## config.mk

```make
export PLATFORM = sky130hd
export DESIGN_NAME = sbgp_top
export DESIGN_NICKNAME = d
export VERILOG_FILES = /design/src/include/sbgp_pkg.sv /design/src/logic/sbgp_tick.sv /design/src/logic/sbgp_event.sv /design/src/logic/sbgp_top.sv
export SDC_FILE = /design/constraint.sdc
export NUM_CORES = 1
export LEC_CHECK = 0
export BUFFER_PORTS_ARGS = -buffer_cell sky130_fd_sc_hd__buf_2
export CORE_MARGIN = 2
export CORE_UTILIZATION = 45
export DETAILED_ROUTE_END_ITERATION = 12
export PLACE_DENSITY = 0.75
export SYNTH_ARGS = -nofsm -noshare
export SYNTH_HDL_FRONTEND = slang
export SYNTH_SLANG_ARGS = --single-unit
```

## constraint.sdc

```tcl
create_clock -name clock -period 5.4 [get_ports clock]
set_clock_uncertainty 0.05 [all_clocks]
set_input_delay 1.08 -clock clock [delete_from_list [all_inputs] [get_ports clock]]
set_output_delay 1.08 -clock clock [all_outputs]
set_load 0.02 [all_outputs]
```

## src/include/sbgp_pkg.sv

```systemverilog
// Constants, types and helpers for the standby GPIO event port
package sbgp_pkg;
    localparam int CLK_NS = 100;
    localparam int TICK_NS = 1_000_000;
    localparam int TICK_CYC = TICK_NS / CLK_NS;
    localparam int DEB_MS = 15;
    localparam int DEB_TICKS = DEB_MS * 1_000_000 / TICK_NS;
    localparam int NPIN = 12;
    localparam int NEV = 8;
    localparam int N_BIDIR = 6;
    localparam int P1_BASE = 8;
    localparam int N_OUTP = 2;
    localparam int SEL_PORT = 4;
    localparam int CB_OE = 0;
    localparam int CB_OT = 1;
    localparam int CB_PU = 2;
    localparam int CB_LOCK = 3;
    localparam int CB_TYPE = 4;
    localparam int CB_POL = 5;
    localparam int CB_DEB = 6;
    localparam logic [7:0] OFF_SEL = 8'h13;
    localparam logic [7:0] OFF_CFG = 8'h14;
    localparam logic [7:0] OFF_DO0 = 8'h00;
    localparam logic [7:0] OFF_DI0 = 8'h01;
    localparam logic [7:0] OFF_DO1 = 8'h02;
    localparam logic [7:0] OFF_DI1 = 8'h03;
    localparam logic [7:0] SEL_MASK = 8'h17;
    localparam logic [7:0] RST_SEL = 8'h00;
    localparam logic [7:0] RST_DOUT = 8'hFF;
    localparam logic [7:0] RST_BIDIR = 8'h44;
    localparam logic [7:0] RST_EVIN = 8'h40;
    localparam logic [7:0] RST_OUTP = 8'h05;
    localparam logic [7:0] RST_NONE = 8'h00;
    localparam logic [7:0] WM_BIDIR = 8'h7F;
    localparam logic [7:0] WM_EVIN = 8'h70;
    localparam logic [7:0] WM_OUTP = 8'h0E;
    localparam logic [7:0] WM_LOCKED = 8'h70;

    typedef struct packed {
        logic rt;
        logic rd;
        logic wr;
        logic [7:0] addr;
        logic [7:0] wdata;
    } sbgp_req_s;

    typedef struct packed {
        logic [NPIN-1:0] drv;
        logic [NPIN-1:0] oe;
        logic [NPIN-1:0] pu;
    } sbgp_pad_s;

    typedef struct packed {
        logic prev;
        logic deb;
        logic [3:0] cnt;
        logic ev;
    } sbgp_ev_s;

    typedef struct packed {
        logic [7:0] sel;
        logic [NPIN-1:0][7:0] cfg;
        logic [1:0][7:0] dout;
        logic [NPIN-1:0] s1;
        logic [NPIN-1:0] s2;
        logic [7:0] rdata;
        logic rvalid;
        sbgp_pad_s pad;
    } sbgp_top_s;

    typedef struct packed {
        logic [15:0] cnt;
        logic tick;
    } sbgp_tick_s;

    function automatic logic [7:0] sbgp_cfg_rst(input int idx);
        if (idx < N_BIDIR) return RST_BIDIR;
        if (idx < NEV) return RST_EVIN;
        if (idx < P1_BASE + N_OUTP) return RST_OUTP;
        return RST_NONE;
    endfunction

    function automatic logic [7:0] sbgp_cfg_wmask(input int idx);
        if (idx < N_BIDIR) return WM_BIDIR;
        if (idx < NEV) return WM_EVIN;
        if (idx < P1_BASE + N_OUTP) return WM_OUTP;
        return RST_NONE;
    endfunction
endpackage

```

## src/logic/sbgp_tick.sv

```systemverilog
// Slow standby tick divider feeding the debouncers
module sbgp_tick import sbgp_pkg::*; #(
    parameter int CYCLES = TICK_CYC
) (
    // Clock and reset
    input wire logic clock,
    input wire logic rst,
    // Slow tick
    output logic tick
);
    sbgp_tick_s st_q, st_d;

    always_comb begin
        st_d = st_q;
        st_d.tick = 1'b0;
        if (st_q.cnt == 16'(CYCLES - 1)) begin
            st_d.cnt = 16'h0000;
            st_d.tick = 1'b1;
        end else begin
            st_d.cnt = st_q.cnt + 16'h0001;
        end
        if (rst) begin
            st_d = '0;
        end
    end

    always_ff @(posedge clock) begin
        st_q <= st_d;
    end

    assign tick = st_q.tick;
endmodule

```

## src/logic/sbgp_event.sv

```systemverilog
// Debouncer and edge or level detector for one event pin
module sbgp_event import sbgp_pkg::*; (
    // Clock and reset
    input wire logic clock,
    input wire logic rst,
    input wire logic tick,
    // Synchronised pin level and setup bits
    input wire logic level,
    input wire logic deb_en,
    input wire logic lvl_type,
    input wire logic pol,
    // Event indicator
    output logic ev
);
    sbgp_ev_s st_q, st_d;
    logic det;

    always_comb begin
        st_d = st_q;
        // Counter only runs while level differs from settled value
        if (level == st_q.deb) begin
            st_d.cnt = 4'h0;
        end else if (tick) begin
            if (st_q.cnt == 4'(DEB_TICKS - 1)) begin
                st_d.deb = level;
                st_d.cnt = 4'h0;
            end else begin
                st_d.cnt = st_q.cnt + 4'h1;
            end
        end
        det = deb_en ? st_q.deb : level;
        st_d.prev = det;
        if (lvl_type) begin
            st_d.ev = (det == pol);
        end else begin
            st_d.ev = (det != st_q.prev) && (det == pol);
        end
        if (rst) begin
            st_d = '0;
            st_d.prev = 1'b1;
            st_d.deb = 1'b1;
        end
    end

    always_ff @(posedge clock) begin
        st_q <= st_d;
    end

    assign ev = st_q.ev;
endmodule

```

## src/logic/sbgp_top.sv

```systemverilog
// Standby GPIO port: pin setup, runtime data and event detection
module sbgp_top import sbgp_pkg::*; #(
    parameter int TICK_CYCLES = TICK_CYC
) (
    // Clock and reset
    input wire logic clock,
    input wire logic rst,
    // Register access
    input wire sbgp_req_s req,
    input wire logic wake_active,
    output logic [7:0] rdata,
    output logic rvalid,
    // Pins: port 0 bits 0-7 then port 1 bits 0-3
    input wire logic [NPIN-1:0] pin_in,
    output sbgp_pad_s pad,
    // Wake controller status events
    output logic [NEV-1:0] wake_event
);
    sbgp_top_s st_q, st_d;
    logic tick;
    logic [3:0] idx;
    logic idx_ok;
    logic [7:0] cur;
    logic [7:0] wm;
    logic [7:0] nw;
    logic dv;
    logic cfg_wr;
    logic rt_wr;
    logic rt_rd;

    function automatic logic [7:0] lock_mask(
        input logic [NPIN-1:0][7:0] c, input int port);
        logic [7:0] m;
        int i;
        m = 8'h00;
        for (i = 0; i < 8; i++) begin
            if (port == 0) begin
                m[i] = c[i][CB_LOCK];
            end else if (i < NPIN - P1_BASE) begin
                m[i] = c[P1_BASE + i][CB_LOCK];
            end
        end
        return m;
    endfunction

    sbgp_tick #(
        .CYCLES(TICK_CYCLES)
    ) u_tick (
        .clock(clock),
        .rst(rst),
        .tick(tick)
    );

    for (genvar g = 0; g < NEV; g++) begin : g_ev
        sbgp_event u_ev (
            .clock(clock),
            .rst(rst),
            .tick(tick),
            .level(st_q.s2[g]),
            .deb_en(st_q.cfg[g][CB_DEB]),
            .lvl_type(st_q.cfg[g][CB_TYPE]),
            .pol(st_q.cfg[g][CB_POL]),
            .ev(wake_event[g])
        );
    end

    always_comb begin
        st_d = st_q;
        // Index decode: port 1 reaches only its two output pins
        idx = st_q.sel[SEL_PORT] ? 4'(P1_BASE) + {1'b0, st_q.sel[2:0]}
                                 : {1'b0, st_q.sel[2:0]};
        idx_ok = !st_q.sel[SEL_PORT] ||
                 (st_q.sel[2:0] < 3'(N_OUTP));
        cur = idx_ok ? st_q.cfg[idx] : 8'h00;
        wm = idx_ok ? sbgp_cfg_wmask(int'(idx)) : 8'h00;
        if (cur[CB_LOCK]) begin
            wm = wm & WM_LOCKED;
        end
        nw = (cur & ~wm) | (req.wdata & wm);
        nw[CB_LOCK] = cur[CB_LOCK] | (req.wdata[CB_LOCK] & wm[CB_LOCK]);
        cfg_wr = req.wr && !req.rt;
        rt_wr = req.wr && req.rt && wake_active;
        rt_rd = req.rd && req.rt && wake_active;

        // Two-stage resync; only the second stage is used
        st_d.s1 = pin_in;
        st_d.s2 = st_q.s1;

        if (cfg_wr && req.addr == OFF_SEL) begin
            st_d.sel = req.wdata & SEL_MASK;
        end
        if (cfg_wr && req.addr == OFF_CFG && idx_ok) begin
            st_d.cfg[idx] = nw;
        end
        if (rt_wr && req.addr == OFF_DO0) begin
            st_d.dout[0] = (st_q.dout[0] & lock_mask(st_q.cfg, 0)) |
                (req.wdata & ~lock_mask(st_q.cfg, 0));
        end
        if (rt_wr && req.addr == OFF_DO1) begin
            st_d.dout[1] = (st_q.dout[1] & lock_mask(st_q.cfg, 1)) |
                (req.wdata & ~lock_mask(st_q.cfg, 1));
        end

        // Read answer one cycle after the strobe
        st_d.rvalid = req.rd;
        st_d.rdata = 8'h00;
        if (req.rd && !req.rt) begin
            case (req.addr)
                OFF_SEL: st_d.rdata = st_q.sel;
                OFF_CFG: st_d.rdata = cur;
                default: st_d.rdata = 8'h00;
            endcase
        end else if (rt_rd) begin
            case (req.addr)
                OFF_DO0: st_d.rdata = st_q.dout[0];
                OFF_DO1: st_d.rdata = st_q.dout[1];
                OFF_DI0: st_d.rdata = st_q.s2[7:0];
                OFF_DI1: st_d.rdata = {4'h0, st_q.s2[NPIN-1:P1_BASE]};
                default: st_d.rdata = 8'h00;
            endcase
        end

        // Pad drive; open-drain only ever pulls low
        for (int i = 0; i < NPIN; i++) begin
            dv = (i < P1_BASE) ? st_q.dout[0][i % 8]
                               : st_q.dout[1][i % 8];
            st_d.pad.oe[i] = st_q.cfg[i][CB_OE] &
                (st_q.cfg[i][CB_OT] | ~dv);
            st_d.pad.drv[i] = dv & st_q.cfg[i][CB_OT];
            st_d.pad.pu[i] = st_q.cfg[i][CB_PU];
        end

        if (rst) begin
            st_d = '0;
            st_d.sel = RST_SEL;
            st_d.dout[0] = RST_DOUT;
            st_d.dout[1] = RST_DOUT;
            for (int i = 0; i < NPIN; i++) begin
                st_d.cfg[i] = sbgp_cfg_rst(i);
            end
        end
    end

    always_ff @(posedge clock) begin
        st_q <= st_d;
    end

    assign rdata = st_q.rdata;
    assign rvalid = st_q.rvalid;
    assign pad = st_q.pad;
endmodule

```

# After elaboration in Yosys (flattened, before gate mapping)
# Cells that the tools add are included.
[totals]
register_bits = 258
inputBits = 34
output_inout_bits = 53
wordCells = 300
[op_classes]
addsub = 10
n_lt_le_gt_ge = 6
eq_ne = 38
mux = 78
bitwise_logic = 70
n_reduce_logical = 42
[ops]
columns = ["cell", "n"]
rows = [
  ["$mux W165", 1],
  ["$mux W8", 16],
  ["$bwmux W96", 1],
  ["$mux W80", 1],
  ["$mux W1", 41],
  ["$and A8 B8 Y8", 5],
  ["$mux W4", 9],
  ["$add A4 B1 Y4 const B", 8],
  ["$bmux W8 S4", 1],
  ["$demux W8 S4", 1],
  ["$eq A4 B4 Y1 const B", 8],
  ["$pmux W8 S4", 1],
  ["$and A1 B1 Y1", 25],
  ["$or A8 B8 Y8", 3],
  ["$reduce_and A3 Y1", 8],
  ["$logic_and A1 B1 Y1", 20],
  ["$not A1 Y1", 20],
  ["$reduce_or A2 Y1", 9],
  ["$add A16 B1 Y16 const B", 1],
  ["$eq A1 B1 Y1", 16],
  ["$eq A16 B14 Y1 const B", 1],
  ["$eq A8 B2 Y1 const B", 2],
  ["$eq A8 B5 Y1 const B", 2],
  ["$not A8 Y8", 2],
  ["other kinds (18)", 42],
]

# Longest topological paths before layout
# Gate-level depths: netlist (run 1).
[logic_depth]
word_depth = 18
mapped_depth = 8

# Modules after synthesis
# Synthesis (run 1) repeated with hierarchy kept, for this count alone.
[unflattened]
cells_unflattened = 1121
area_unflattened_um2 = 11282.1
[by_module_without_submodules]
columns = ["module", "n_inst", "cells_each", "area_per_inst_um2", "seq_area_each_um2"]
rows = [
  ["sbgp_top", 1, 731, 7858.8, 4344.2],
  ["sbgp_event", 8, 39, 332.8, 140.1],
  ["sbgp_tick", 1, 78, 760.7, 340.3],
]

# Worst setup path after synthesis (run 1)
# No wires, ideal clock.
[synth_timing]
kind = "input port to flip-flop"
start = "input port req[11] in the netlist's numbering"
end = "register st_q[100] in the netlist's numbering (enable)"
setup_ps = 440
arrival_ps = 3687
path_slack_ps = 1223
stages = 5
cell_sequence = "nor4_2 > and3b_1 > and3_1 > o211ai_1 > nand2_1"
[synth_between]
elab_chain_cells = 4
[synth_lines]
columns = ["item", "line", "rtl"]
rows = [
  ["from (decl)", "sbgp_top.sv:9", "input wire sbgp_req_s req,"],
  ["$eq A8 B5 Y1", "sbgp_top.sv:92", "if (cfg_wr && req.addr == OFF_CFG && idx_ok) begin"],
  ["$logic_and A1 B1 Y1 (2 in a row)", "sbgp_top.sv:92", ""],
  ["$reduce_bool A2 Y1 (no line)", "-", ""],
  ["to (signal assigned)", "sbgp_top.sv:145", "st_q <= st_d;"],
  ["to (decl)", "sbgp_top.sv:19", "sbgp_top_s st_q, st_d;"],
]
# Every way passes these cells.
# A chain may end at the register's enable or synchronous reset.

# Worst setup path after layout (run 1)
[layout_timing]
start = "input port req[11] in the netlist's numbering"
end = "register st_q[85] in the netlist's numbering (enable)"
# The elaborated chain is that of the path after synthesis.

==> results.toml, run 1 <==
[power]
p_seq_share_pct = 49.3
power_density_mw_per_mm2 = 339
cellLeakagePower_uw = 0.00454
clockPowerShare_pct = 45.9
intPower_uw = 3230
p_sw_share_pct = 21.6
power_frac_comb_pct = 4.8
irDropWorstVdd_mv = 0.220
power_switching_uw = 890

[worst_setup_path]
worst_path_max_delay_cell = "nand2_4"
timing.critical_path.cells = "buf_2, nor4_2, and3b_1, and3_1, o211ai_1, nand2_4"
cpPeakStageDelay_ps = 760
worst-endpoint-required_ps = 5490
crit_path_dat_ps = 3250
worst-path-max-fanout = 80
endpoint_kind = "flop"
critical_path.startpoint_type = "input pin"
path_class = "in2reg"

[detailed_routing]
route.detailed.vias_per_inst = 5.55
drt-wirelength-per-cell_um = 17.2
first_pass_iters = 5
postRouteWirelength_um = 24500
drc = 0
drt_first_iter_violations = 709
postRouteAntennaNets = 0
via_count = 7906

[global_route]
grt_pass1_wl_um = 39800
largest_net_degree_at_the_start_of_global_routing = 87
grt_remaining_overflow = 0
first_global_vias = 7574
global_route.usage.total_pct = 19.3
grt_antenna_before_repair = 3

[timing]
final_max_slew_viol_count = 0
report.final.hold_viol_count = 0
setup_total_negative_slack_ps = 0
layout_min_cycle_time_ps = 3160
finalSetupViolCount = 0
rsz_0062_raised_after_global_routing = "no"
max_clock_freq_ghz = 0.316
max-slew-margin-rel_pct = 25.6
worst_slew_pin_tran_ps = 1110
period_utilization_pct = 58.5

[clocking]
clk_pin_slew_worst_paths_ps = 60
post_cts_buffers = 0
clock-sinks = 250
numCtsBuffers = 26
clock-root-buffer = "clkbuf_16"
cts_hold_buffers = 0
clkLatencyLatePin_ps = 530
tritoncts = "done"
clk_path_buf_depth = 3
ctsHtreeMaxLevel = 1
postCtsResizedCells = 0

[place]
hpwlAfterDp_um = 16500
portBuffers = 86
gpl.final_weighted_congestion = 0.868
placed_cell_area_mm2 = 0.0112

[yosys]
synth_nets = 1095
synth-compound-area-share_pct = 10.3
yosys_most_used_dff = "dfxtp_1"
syn_area_mm2 = 0.0110
number_of_warning_messages_in_the_yosys_log = 0
muxShareOfSynthArea_pct = 7.97
dominant_combinational_cell_family_by_area_after_synthesis = "simple AND/OR/NAND/NOR gates"
postSynthAreaPerCell_um2 = 10.3
synth_edf_count = 80
yosysUniqueCellTypes = 55
syn_inst = 1060
xor_xnor_share_of_the_synthesized_area_pct = 2.56
synth.ff_latch_count = 250
synth-adder-area-share_pct = 0.114
synth-async-reset-ratio_pct = 0
sequential_share_of_the_synthesized_area_pct = 53.0
simple_gate_share_of_the_synthesized_area_pct = 20.0

[layout]
design_area_mm2 = 0.0122
post_layout_net_count = 1114
area.growth.synth_to_final_pct = 11.0
filler_cell_count = 2191
final_layout_size_suffix_gt1_share_pct = 16.7

[status]
status = "finished clean"

[die]
die_area_mm2 = 0.0256
die_width_um = 160
die_height_um = 160
floorplan.initialDensity_pct = 45.4
io-pin-count = 87
placementRows = 57
core_area_mm2 = 0.0241

[run]
max_cap_viol_count = 0

[min_path]
hold_class = "reg2reg"
[Yosys cell counts, types with 30 or more instances]
master | count | area [um^2]
a21oi_1 | 47 | 235
buf_4 | 55 | 413
clkbuf_1 | 38 | 143
dfxtp_1 | 170 | 3400
edfxtp_1 | 80 | 2400
mux2i_1 | 31 | 310
nand2_1 | 67 | 251
nand3_1 | 46 | 230
nor2_1 | 121 | 454
nor2b_1 | 76 | 475
o21ai_0 | 30 | 150
[power by group through the flow]
stage,clock network (uW),logic (uW),registers (uW)
detailed placement,0,196,2070
CTS,1920,198,2030
global route,2000,218,2040
floorplan,0,152,2060
finish,1890,198,2030
global placement,0,193,2070
[layout make-up]
type	count	area (um^2)	share of cell area (%)
well taps	324	405	3.33
inverters	16	60.1	0.494
repair buffers	92	478	3.93
clock inverters	15	175	1.44
multi-input cells	693	4490	36.9
diodes	2	5.00	0.0412
flip-flops and latches	250	5810	47.8
clock buffers	33	739	6.08
[logic make-up (layout without fill, tap and decap cells)]
kind of cell | after synthesis | count (layout)
simple gates | 428 | 428
flops | 250 | 250
compound gates | 171 | 171
buf+inv | 117 | 156
mux | 61 | 61
xor+xnor | 32 | 32
fa+ha+maj | 1 | 1
other cells | 0 | 2
[path summary, 6_finish.rpt]
| check | cells after the start | endpoint | startpoint | slack, ps |
|---|---|---|---|---|
| max | 6 | st_q[85] | req[11] | 2240 |
| min | 1 | st_q[50] | st_q[62] | 380 |
| max reg2reg | 6 | st_q[96] | st_q[181] | 2330 |
| min reg2reg | 1 | st_q[50] | st_q[62] | 380 |
[metal layers]
metal / up-vias / GRT usage (%) / wire (um) / share of wire [%]
li1: 3752 / - / - / -
met1: 3770 / 26.4 / 10600 / 43
met2: 322 / 29.4 / 11000 / 45
met3: 60 / 4.86 / 2040 / 8.3
met4: 2 / 7.53 / 845 / 3.5
met5: - / 0 / 11 / 0.045
[flip-flops by register name (all words and copies together), names as in the netlist, named ones only]
name / count
st_q: 120
rdata: 8
g_ev.u_ev.ev: 8
g_ev.u_ev.st_q: 48
u_tick.st_q: 16
u_tick.tick: 1
rvalid: 1
pad: 36
[cells in the final DEF (no fill, tap or decap), types with 26 or more instances in the layout]
master / Yosys / routed
dfxtp_1: 170 / 169
o21ai_0: 30 / 30
mux2i_1: 31 / 31
nand2_1: 67 / 66
nor2_1: 121 / 121
nor2b_1: 76 / 76
a21oi_1: 47 / 47
nand3_1: 46 / 46
buf_2: 5 / 85
edfxtp_1: 80 / 80
nand2b_1: 27 / 27
clkbuf_16: 0 / 28
and3_1: 27 / 27
a211oi_1: 26 / 26
[metrics by stage]
step	power [uW]	utilization, %	hold WS [ps]	setup slack [ps]	std cells
2_1_floorplan	2210	-	364	1220	1060
3_3_place_gp	2260	46.6	369	1820	1375
3_5_place_dp	2270	46.6	370	1770	1375
4_1_cts	4150	50.4	384	2290	1423
5_1_grt	4260	50.4	408	2080	1425
6_report	4120	50.4	382	2240	1425
[critical path, delay by kind of cell]
kind	cells	cell delay, ps
compound gates	1	160
simple gates	4	1800
buf+inv	1	100
No activity file was read; power rests on OpenSTA's default activity.
==> run 2, diff against run 1 <==
--- a/config.mk
+++ b/config.mk
@@ -9,7 +9,7 @@
 export CORE_MARGIN = 2
 export CORE_UTILIZATION = 45
 export DETAILED_ROUTE_END_ITERATION = 12
-export PLACE_DENSITY = 0.75
+export PLACE_DENSITY = 0.77
 export SYNTH_ARGS = -nofsm -noshare
 export SYNTH_HDL_FRONTEND = slang
 export SYNTH_SLANG_ARGS = --single-unit
==> constraint.sdc (replaced) <==
create_clock -name clock -period 2.9 [get_ports clock]
set_clock_uncertainty 0.05 [all_clocks]
set_input_delay 0.58 -clock clock [delete_from_list [all_inputs] [get_ports clock]]
set_output_delay 0.58 -clock clock [all_outputs]
set_load 0.02 [all_outputs]
==> run 2 against run 1 <==
First-iteration DRC count grew 13%. Critical path type is now reg2reg. Worst setup slack lost 1800 ps. Die area is the same. Power grew 89%.
==> results.toml, run 2 (same netlist as run 1, synthesis figures left out) <==
[die]
die_height_um = 160
die_area_mm2 = 0.0256
core_area_mm2 = 0.0241
io-pin-count = 87
floorplan.initialDensity_pct = 45.4
placementRows = 57
die_width_um = 160

[global_route]
grt_pass1_wl_um = 39900
grt_remaining_overflow = 0
grt_antenna_before_repair = 0
largest_net_degree_at_the_start_of_global_routing = 111
global_route.usage.total_pct = 19.4
first_global_vias = 7460

[worst_setup_path]
worst-endpoint-required_ps = 3100
worstReg2RegStart = "st_q[181]"
path_class = "reg2reg"
timing.critical_path.from = "st_q[181]"
crit_path_dat_ps = 2660
endpoint_kind = "flop"
worst-path-max-fanout = 11
critical_path.startpoint_type = "flop"

[timing]
report.final.hold_viol_count = 0
setup_total_negative_slack_ps = 0
final_max_slew_viol_count = 0
rsz_0062_raised_after_global_routing = "no"
max_clock_freq_ghz = 0.406
worst_slew_pin_tran_ps = 709
layout_min_cycle_time_ps = 2460
post-route-worst-setup-slack_ps = 436
finalSetupViolCount = 0
max-slew-margin-rel_pct = 52.5
period_utilization_pct = 85.0

[detailed_routing]
postRouteWirelength_um = 25300
via_count = 7968
route.detailed.vias_per_inst = 5.54
drc = 0
drt_first_iter_violations = 799
postRouteAntennaNets = 0
drt-wirelength-per-cell_um = 17.6
first_pass_iters = 7

[power]
irDropWorstVdd_mv = 0.442
cellLeakagePower_uw = 0.00465
power_density_mw_per_mm2 = 629

[layout]
diodes = 0
utilization_pct = 51.2
largest_register_ff_count = 120
mostFrequentLayoutCell = "dfxtp_1"
registers.top_by_ff_count = "st_q"
area.growth.synth_to_final_pct = 12.8
post_layout_net_count = 1129
layout.cells.most_common_list = "dfxtp_1 (169), nor2_1 (121), buf_2 (85)"
final_layout_size_suffix_gt1_share_pct = 17.9
stdcell_count = 1439
filler_cell_count = 2206

[clocking]
clock-root-buffer = "clkbuf_16"
ctsHtreeMaxLevel = 1
clk_pin_slew_worst_paths_ps = 60
clkLatencyLatePin_ps = 540
post_cts_buffers = 0
numCtsBuffers = 28
clk_path_buf_depth = 3
cts_hold_buffers = 0
tritoncts = "done"
postCtsResizedCells = 0
clock-sinks = 250

[place]
gpl.final_weighted_congestion = 0.889
placement.setup.worst_slack_ps = 349
numPlacedInstances = 1388
hpwlAfterDp_um = 17600
portBuffers = 86

[status]
status = "finished clean"

[run]
max_cap_viol_count = 0

[min_path]
hold_path_startpoint = "pin_in[0]"
hold_class = "in2reg"
## run 2: path summary, 6_finish.rpt
| kind | end | slack [ps] | depth (start not counted) |
|---|---|---|---|
| worst max-delay path | st_q[151] | 440 | 6 |
| worst min register to register | st_q[54] | 380 | 1 |
| worst max register to register | st_q[151] | 440 | 6 |
| worst min-delay path | st_q[57] | 210 | 2 |
## run 2: cell type report
cell class / count / area [um^2] / area share, %
clock inverter: 4 / 23.8 / 0.192
sequential: 250 / 5810 / 47.0
inverter: 16 / 60.1 / 0.486
clock buffer: 47 / 943 / 7.64
multi-input combinational: 693 / 4490 / 36.3
tap: 324 / 405 / 3.28
timing repair buffer: 105 / 626 / 5.06
## run 2: routing by layer
metal	up-vias	track usage, %	share of wire [%]
met2	342	30.5	45
met4	0	6.84	2.9
met5	-	0	0
met1	3777	26.7	44
li1	3791	-	-
met3	58	4.08	8.4
## run 2: where the power goes
| part | leakage (uW) | switching, uW | internal [uW] | total (uW) |
|---|---|---|---|---|
| clock | 0.000478 | 1380 | 2210 | 3590 |
| combinational | 0.00202 | 239 | 149 | 387 |
| sequential | 0.00215 | 70.3 | 3720 | 3790 |
## run 2: metrics by stage
stage / total power (uW) / hold WS [ps] / area (um^2)
2_1_floorplan: 4120 / 364 / 11000
3_3_place_gp: 4230 / 370 / 11400
3_5_place_dp: 4240 / 372 / 11400
4_1_cts: 7820 / 186 / 12400
5_1_grt: 8020 / 198 / 12400
6_report: 7770 / 207 / 12400
## run 2: critical path, cell delays in order, from the launching register on
cell and delay (ps):
dfxtp_2 520, buf_4 270, mux4_2 510, a22oi_1 180, o21ai_1 190, mux2i_4 320
o311ai_1 140
==> run 3, diff against run 2 <==
--- a/config.mk
+++ b/config.mk
@@ -5,11 +5,12 @@
 export SDC_FILE = /design/constraint.sdc
 export NUM_CORES = 1
 export LEC_CHECK = 0
+export ABC_AREA = 1
 export BUFFER_PORTS_ARGS = -buffer_cell sky130_fd_sc_hd__buf_2
 export CORE_MARGIN = 2
 export CORE_UTILIZATION = 45
 export DETAILED_ROUTE_END_ITERATION = 12
-export PLACE_DENSITY = 0.77
+export PLACE_DENSITY = 0.75
 export SYNTH_ARGS = -nofsm -noshare
 export SYNTH_HDL_FRONTEND = slang
 export SYNTH_SLANG_ARGS = --single-unit
==> constraint.sdc (replaced) <==
create_clock -name clock -period 2.55 [get_ports clock]
set_clock_uncertainty 0.05 [all_clocks]
set_input_delay 0.51 -clock clock [delete_from_list [all_inputs] [get_ports clock]]
set_output_delay 0.51 -clock clock [all_outputs]
set_load 0.02 [all_outputs]
==> run 3 against run 2 <==
Final area grew 5.8%. First-iteration DRC count grew 10%. Maximum frequency grew 12%. Combinational power grew 23%. Largest power group unchanged.
==> results.toml, run 3 <==
[status]
status = "finished clean"

[worst_setup_path]
worst-path-max-fanout = 66
timing.critical_path.buf_inv = 3
crit_path_dat_ps = 2340
path_class = "reg2reg"
timing.critical_path.from = "st_q[182]"
worst_path_max_delay_cell = "dfxtp_2"
worst-endpoint-required_ps = 2690
worstReg2RegStart = "st_q[182]"
critical-path-top-delay-family = "buffers and inverters"
critical_path.startpoint_type = "flop"
cpPeakStageDelay_ps = 420
endpoint_kind = "flop"
path_common_cell = "inv_2"
timing.critical_path.cells = "inv_2, a21oi_4, inv_2, nand2_1, o21ai_4, buf_12"

[yosys]
synth-async-reset-ratio_pct = 0
sequential_share_of_the_synthesized_area_pct = 51.0
synth.ff_latch_count = 258
yosysUniqueCellTypes = 40
postSynthAreaPerCell_um2 = 7.79
synth_edf_count = 80
syn_area_mm2 = 0.0117
dominant_combinational_cell_family_by_area_after_synthesis = "simple AND/OR/NAND/NOR gates"
synth-compound-area-share_pct = 11.4
synth-adder-area-share_pct = 0.107
cell_with_the_most_instances_after_synthesis = "nand2_1"
syn_inst = 1501
synth_largest_type_area_fraction_pct = 30.5
post_synth_main_area_contributors = "dfxtp_1 (30%), edfxtp_1 (21%), nand2_1 (9.4%)"
netlist.top_cell.by_area = "dfxtp_1"
yosys_most_used_dff = "dfxtp_1"
xor_xnor_share_of_the_synthesized_area_pct = 0.225
muxShareOfSynthArea_pct = 0.171
synth_nets = 1536
netlist_top_cells_count = "nand2_1 (292), nor2_1 (212), inv_1 (203)"
number_of_warning_messages_in_the_yosys_log = 0
simple_gate_share_of_the_synthesized_area_pct = 25.0

[die]
floorplan.initialDensity_pct = 45.4
placementRows = 59
die_width_um = 165
core_area_mm2 = 0.0258
die_height_um = 165
io-pin-count = 87
die_area_mm2 = 0.0273

[detailed_routing]
postRouteAntennaNets = 0
postRouteWirelength_um = 29200
top_signal_layer_used = "met4"
drt_first_iter_violations = 882
via_count = 9871
dr_wl_met2_um = 13300
route.detailed.vias_per_inst = 5.21
wl_met3_um = 2260
drt-met1-wl_um = 12800
drt-wirelength-per-cell_um = 15.4
drc = 0
first_pass_iters = 6

[place]
hpwlAfterDp_um = 20800
portBuffers = 86
gpl.final_weighted_congestion = 0.921

[global_route]
grt_pass1_wl_um = 46200
first_global_vias = 9105
grt_remaining_overflow = 0
grt_antenna_before_repair = 1
global_route.usage.total_pct = 21.3
largest_net_degree_at_the_start_of_global_routing = 89

[power]
p_sw_share_pct = 22.8
irDropWorstVdd_mv = 0.469
power_switching_uw = 2030
intPower_uw = 6850
power_frac_comb_pct = 5.3
power_density_mw_per_mm2 = 680
clockPowerShare_pct = 44.8
cellLeakagePower_uw = 0.00572
p_seq_share_pct = 49.8

[timing]
worst_slew_pin_tran_ps = 537
layout_min_cycle_time_ps = 2200
report.final.hold_viol_count = 0
final_max_slew_viol_count = 0
rsz_0062_raised_after_global_routing = "no"
finalSetupViolCount = 0
max-slew-margin-rel_pct = 63.8
max_clock_freq_ghz = 0.454
fin_hold_ws_ps = 124
setup_total_negative_slack_ps = 0
period_utilization_pct = 86.4

[clocking]
ctsHtreeMaxLevel = 1
clock-sinks = 258
clkLatencyLatePin_ps = 540
postCtsResizedCells = 0
numCtsBuffers = 27
post_cts_buffers = 0
clock-root-buffer = "clkbuf_16"
clk_path_buf_depth = 3
clk_pin_slew_worst_paths_ps = 70
cts_hold_buffers = 0
tritoncts = "done"

[run]
max_cap_viol_count = 0

[min_path]
hold_path_startpoint = "pin_in[2]"
hold_class = "in2reg"

[layout]
layout.area.seq_mm2 = 0.00597
area.growth.synth_to_final_pct = 11.7
registers.top_by_ff_count = "st_q"
post_layout_net_count = 1571
layout.cells.most_common_list = "nand2_1 (292), nor2_1 (210), inv_1 (201)"
filler_cell_count = 2387
largest_register_ff_count = 128
multiInputGateArea_mm2 = 0.00434
final_layout_size_suffix_gt1_share_pct = 13.0
mostFrequentLayoutCell = "nand2_1"
[run 3: metrics by stage]
stage,std cells,total power [uW],setup WS (ps),instance area [um^2],utilization (%)
finish,1893,8880,348,13100,50.7
floorplan,1501,4840,-191,11700,-
detailed placement,1842,4980,231,12200,47.2
global route,1893,9170,200,13100,50.7
CTS,1892,8930,212,13100,50.7
global placement,1842,4970,297,12200,47.2
[run 3: final cells by class]
class,instances,share of cell area [%]
tap,335,3.21
inverter,212,6.09
antenna,1,0.0192
multi-input combinational,928,33.2
timing repair buffer,109,4.83
clock buffer,41,6.36
sequential,258,45.7
clock inverter,9,0.594
[run 3: final timing paths]
check                           depth (start not counted)  slack [ps]   endpoint
worst max-delay path                                    6         350  st_q[112]
worst min-delay path                                    3         120   st_q[59]
worst max register to register                          6         350  st_q[112]
worst min register to register                          2         350   st_q[47]
[run 3: routing by layer]
| layer | vias up | GRT usage (%) |
|---|---|---|
| met4 | 0 | 7.63 |
| met2 | 373 | 34.6 |
| met1 | 4581 | 28.9 |
| li1 | 4865 | - |
| met5 | - | 0 |
| met3 | 52 | 3.00 |
[run 3: kinds of logic (layout without fill, tap and decap cells)]
family,Yosys count,count (layout)
compound gates,237,237
simple gates,685,685
fa+ha+maj,1,1
mux,2,2
buf+inv,315,371
flops,258,258
xor+xnor,3,3
other cells,0,1
[run 3: worst min-delay path, cell delays in order]
cell and delay [ps]:
buf_2 70, inv_1 30, nor2_1 60
[run 3: power by group through the flow]
stage	Combinational, uW	Sequential, uW	Clock (uW)
2_1_floorplan	349	4490	0
3_3_place_gp	465	4510	0
3_5_place_dp	472	4510	0
4_1_cts	475	4420	4030
5_1_grt	530	4440	4200
6_report	475	4420	3980
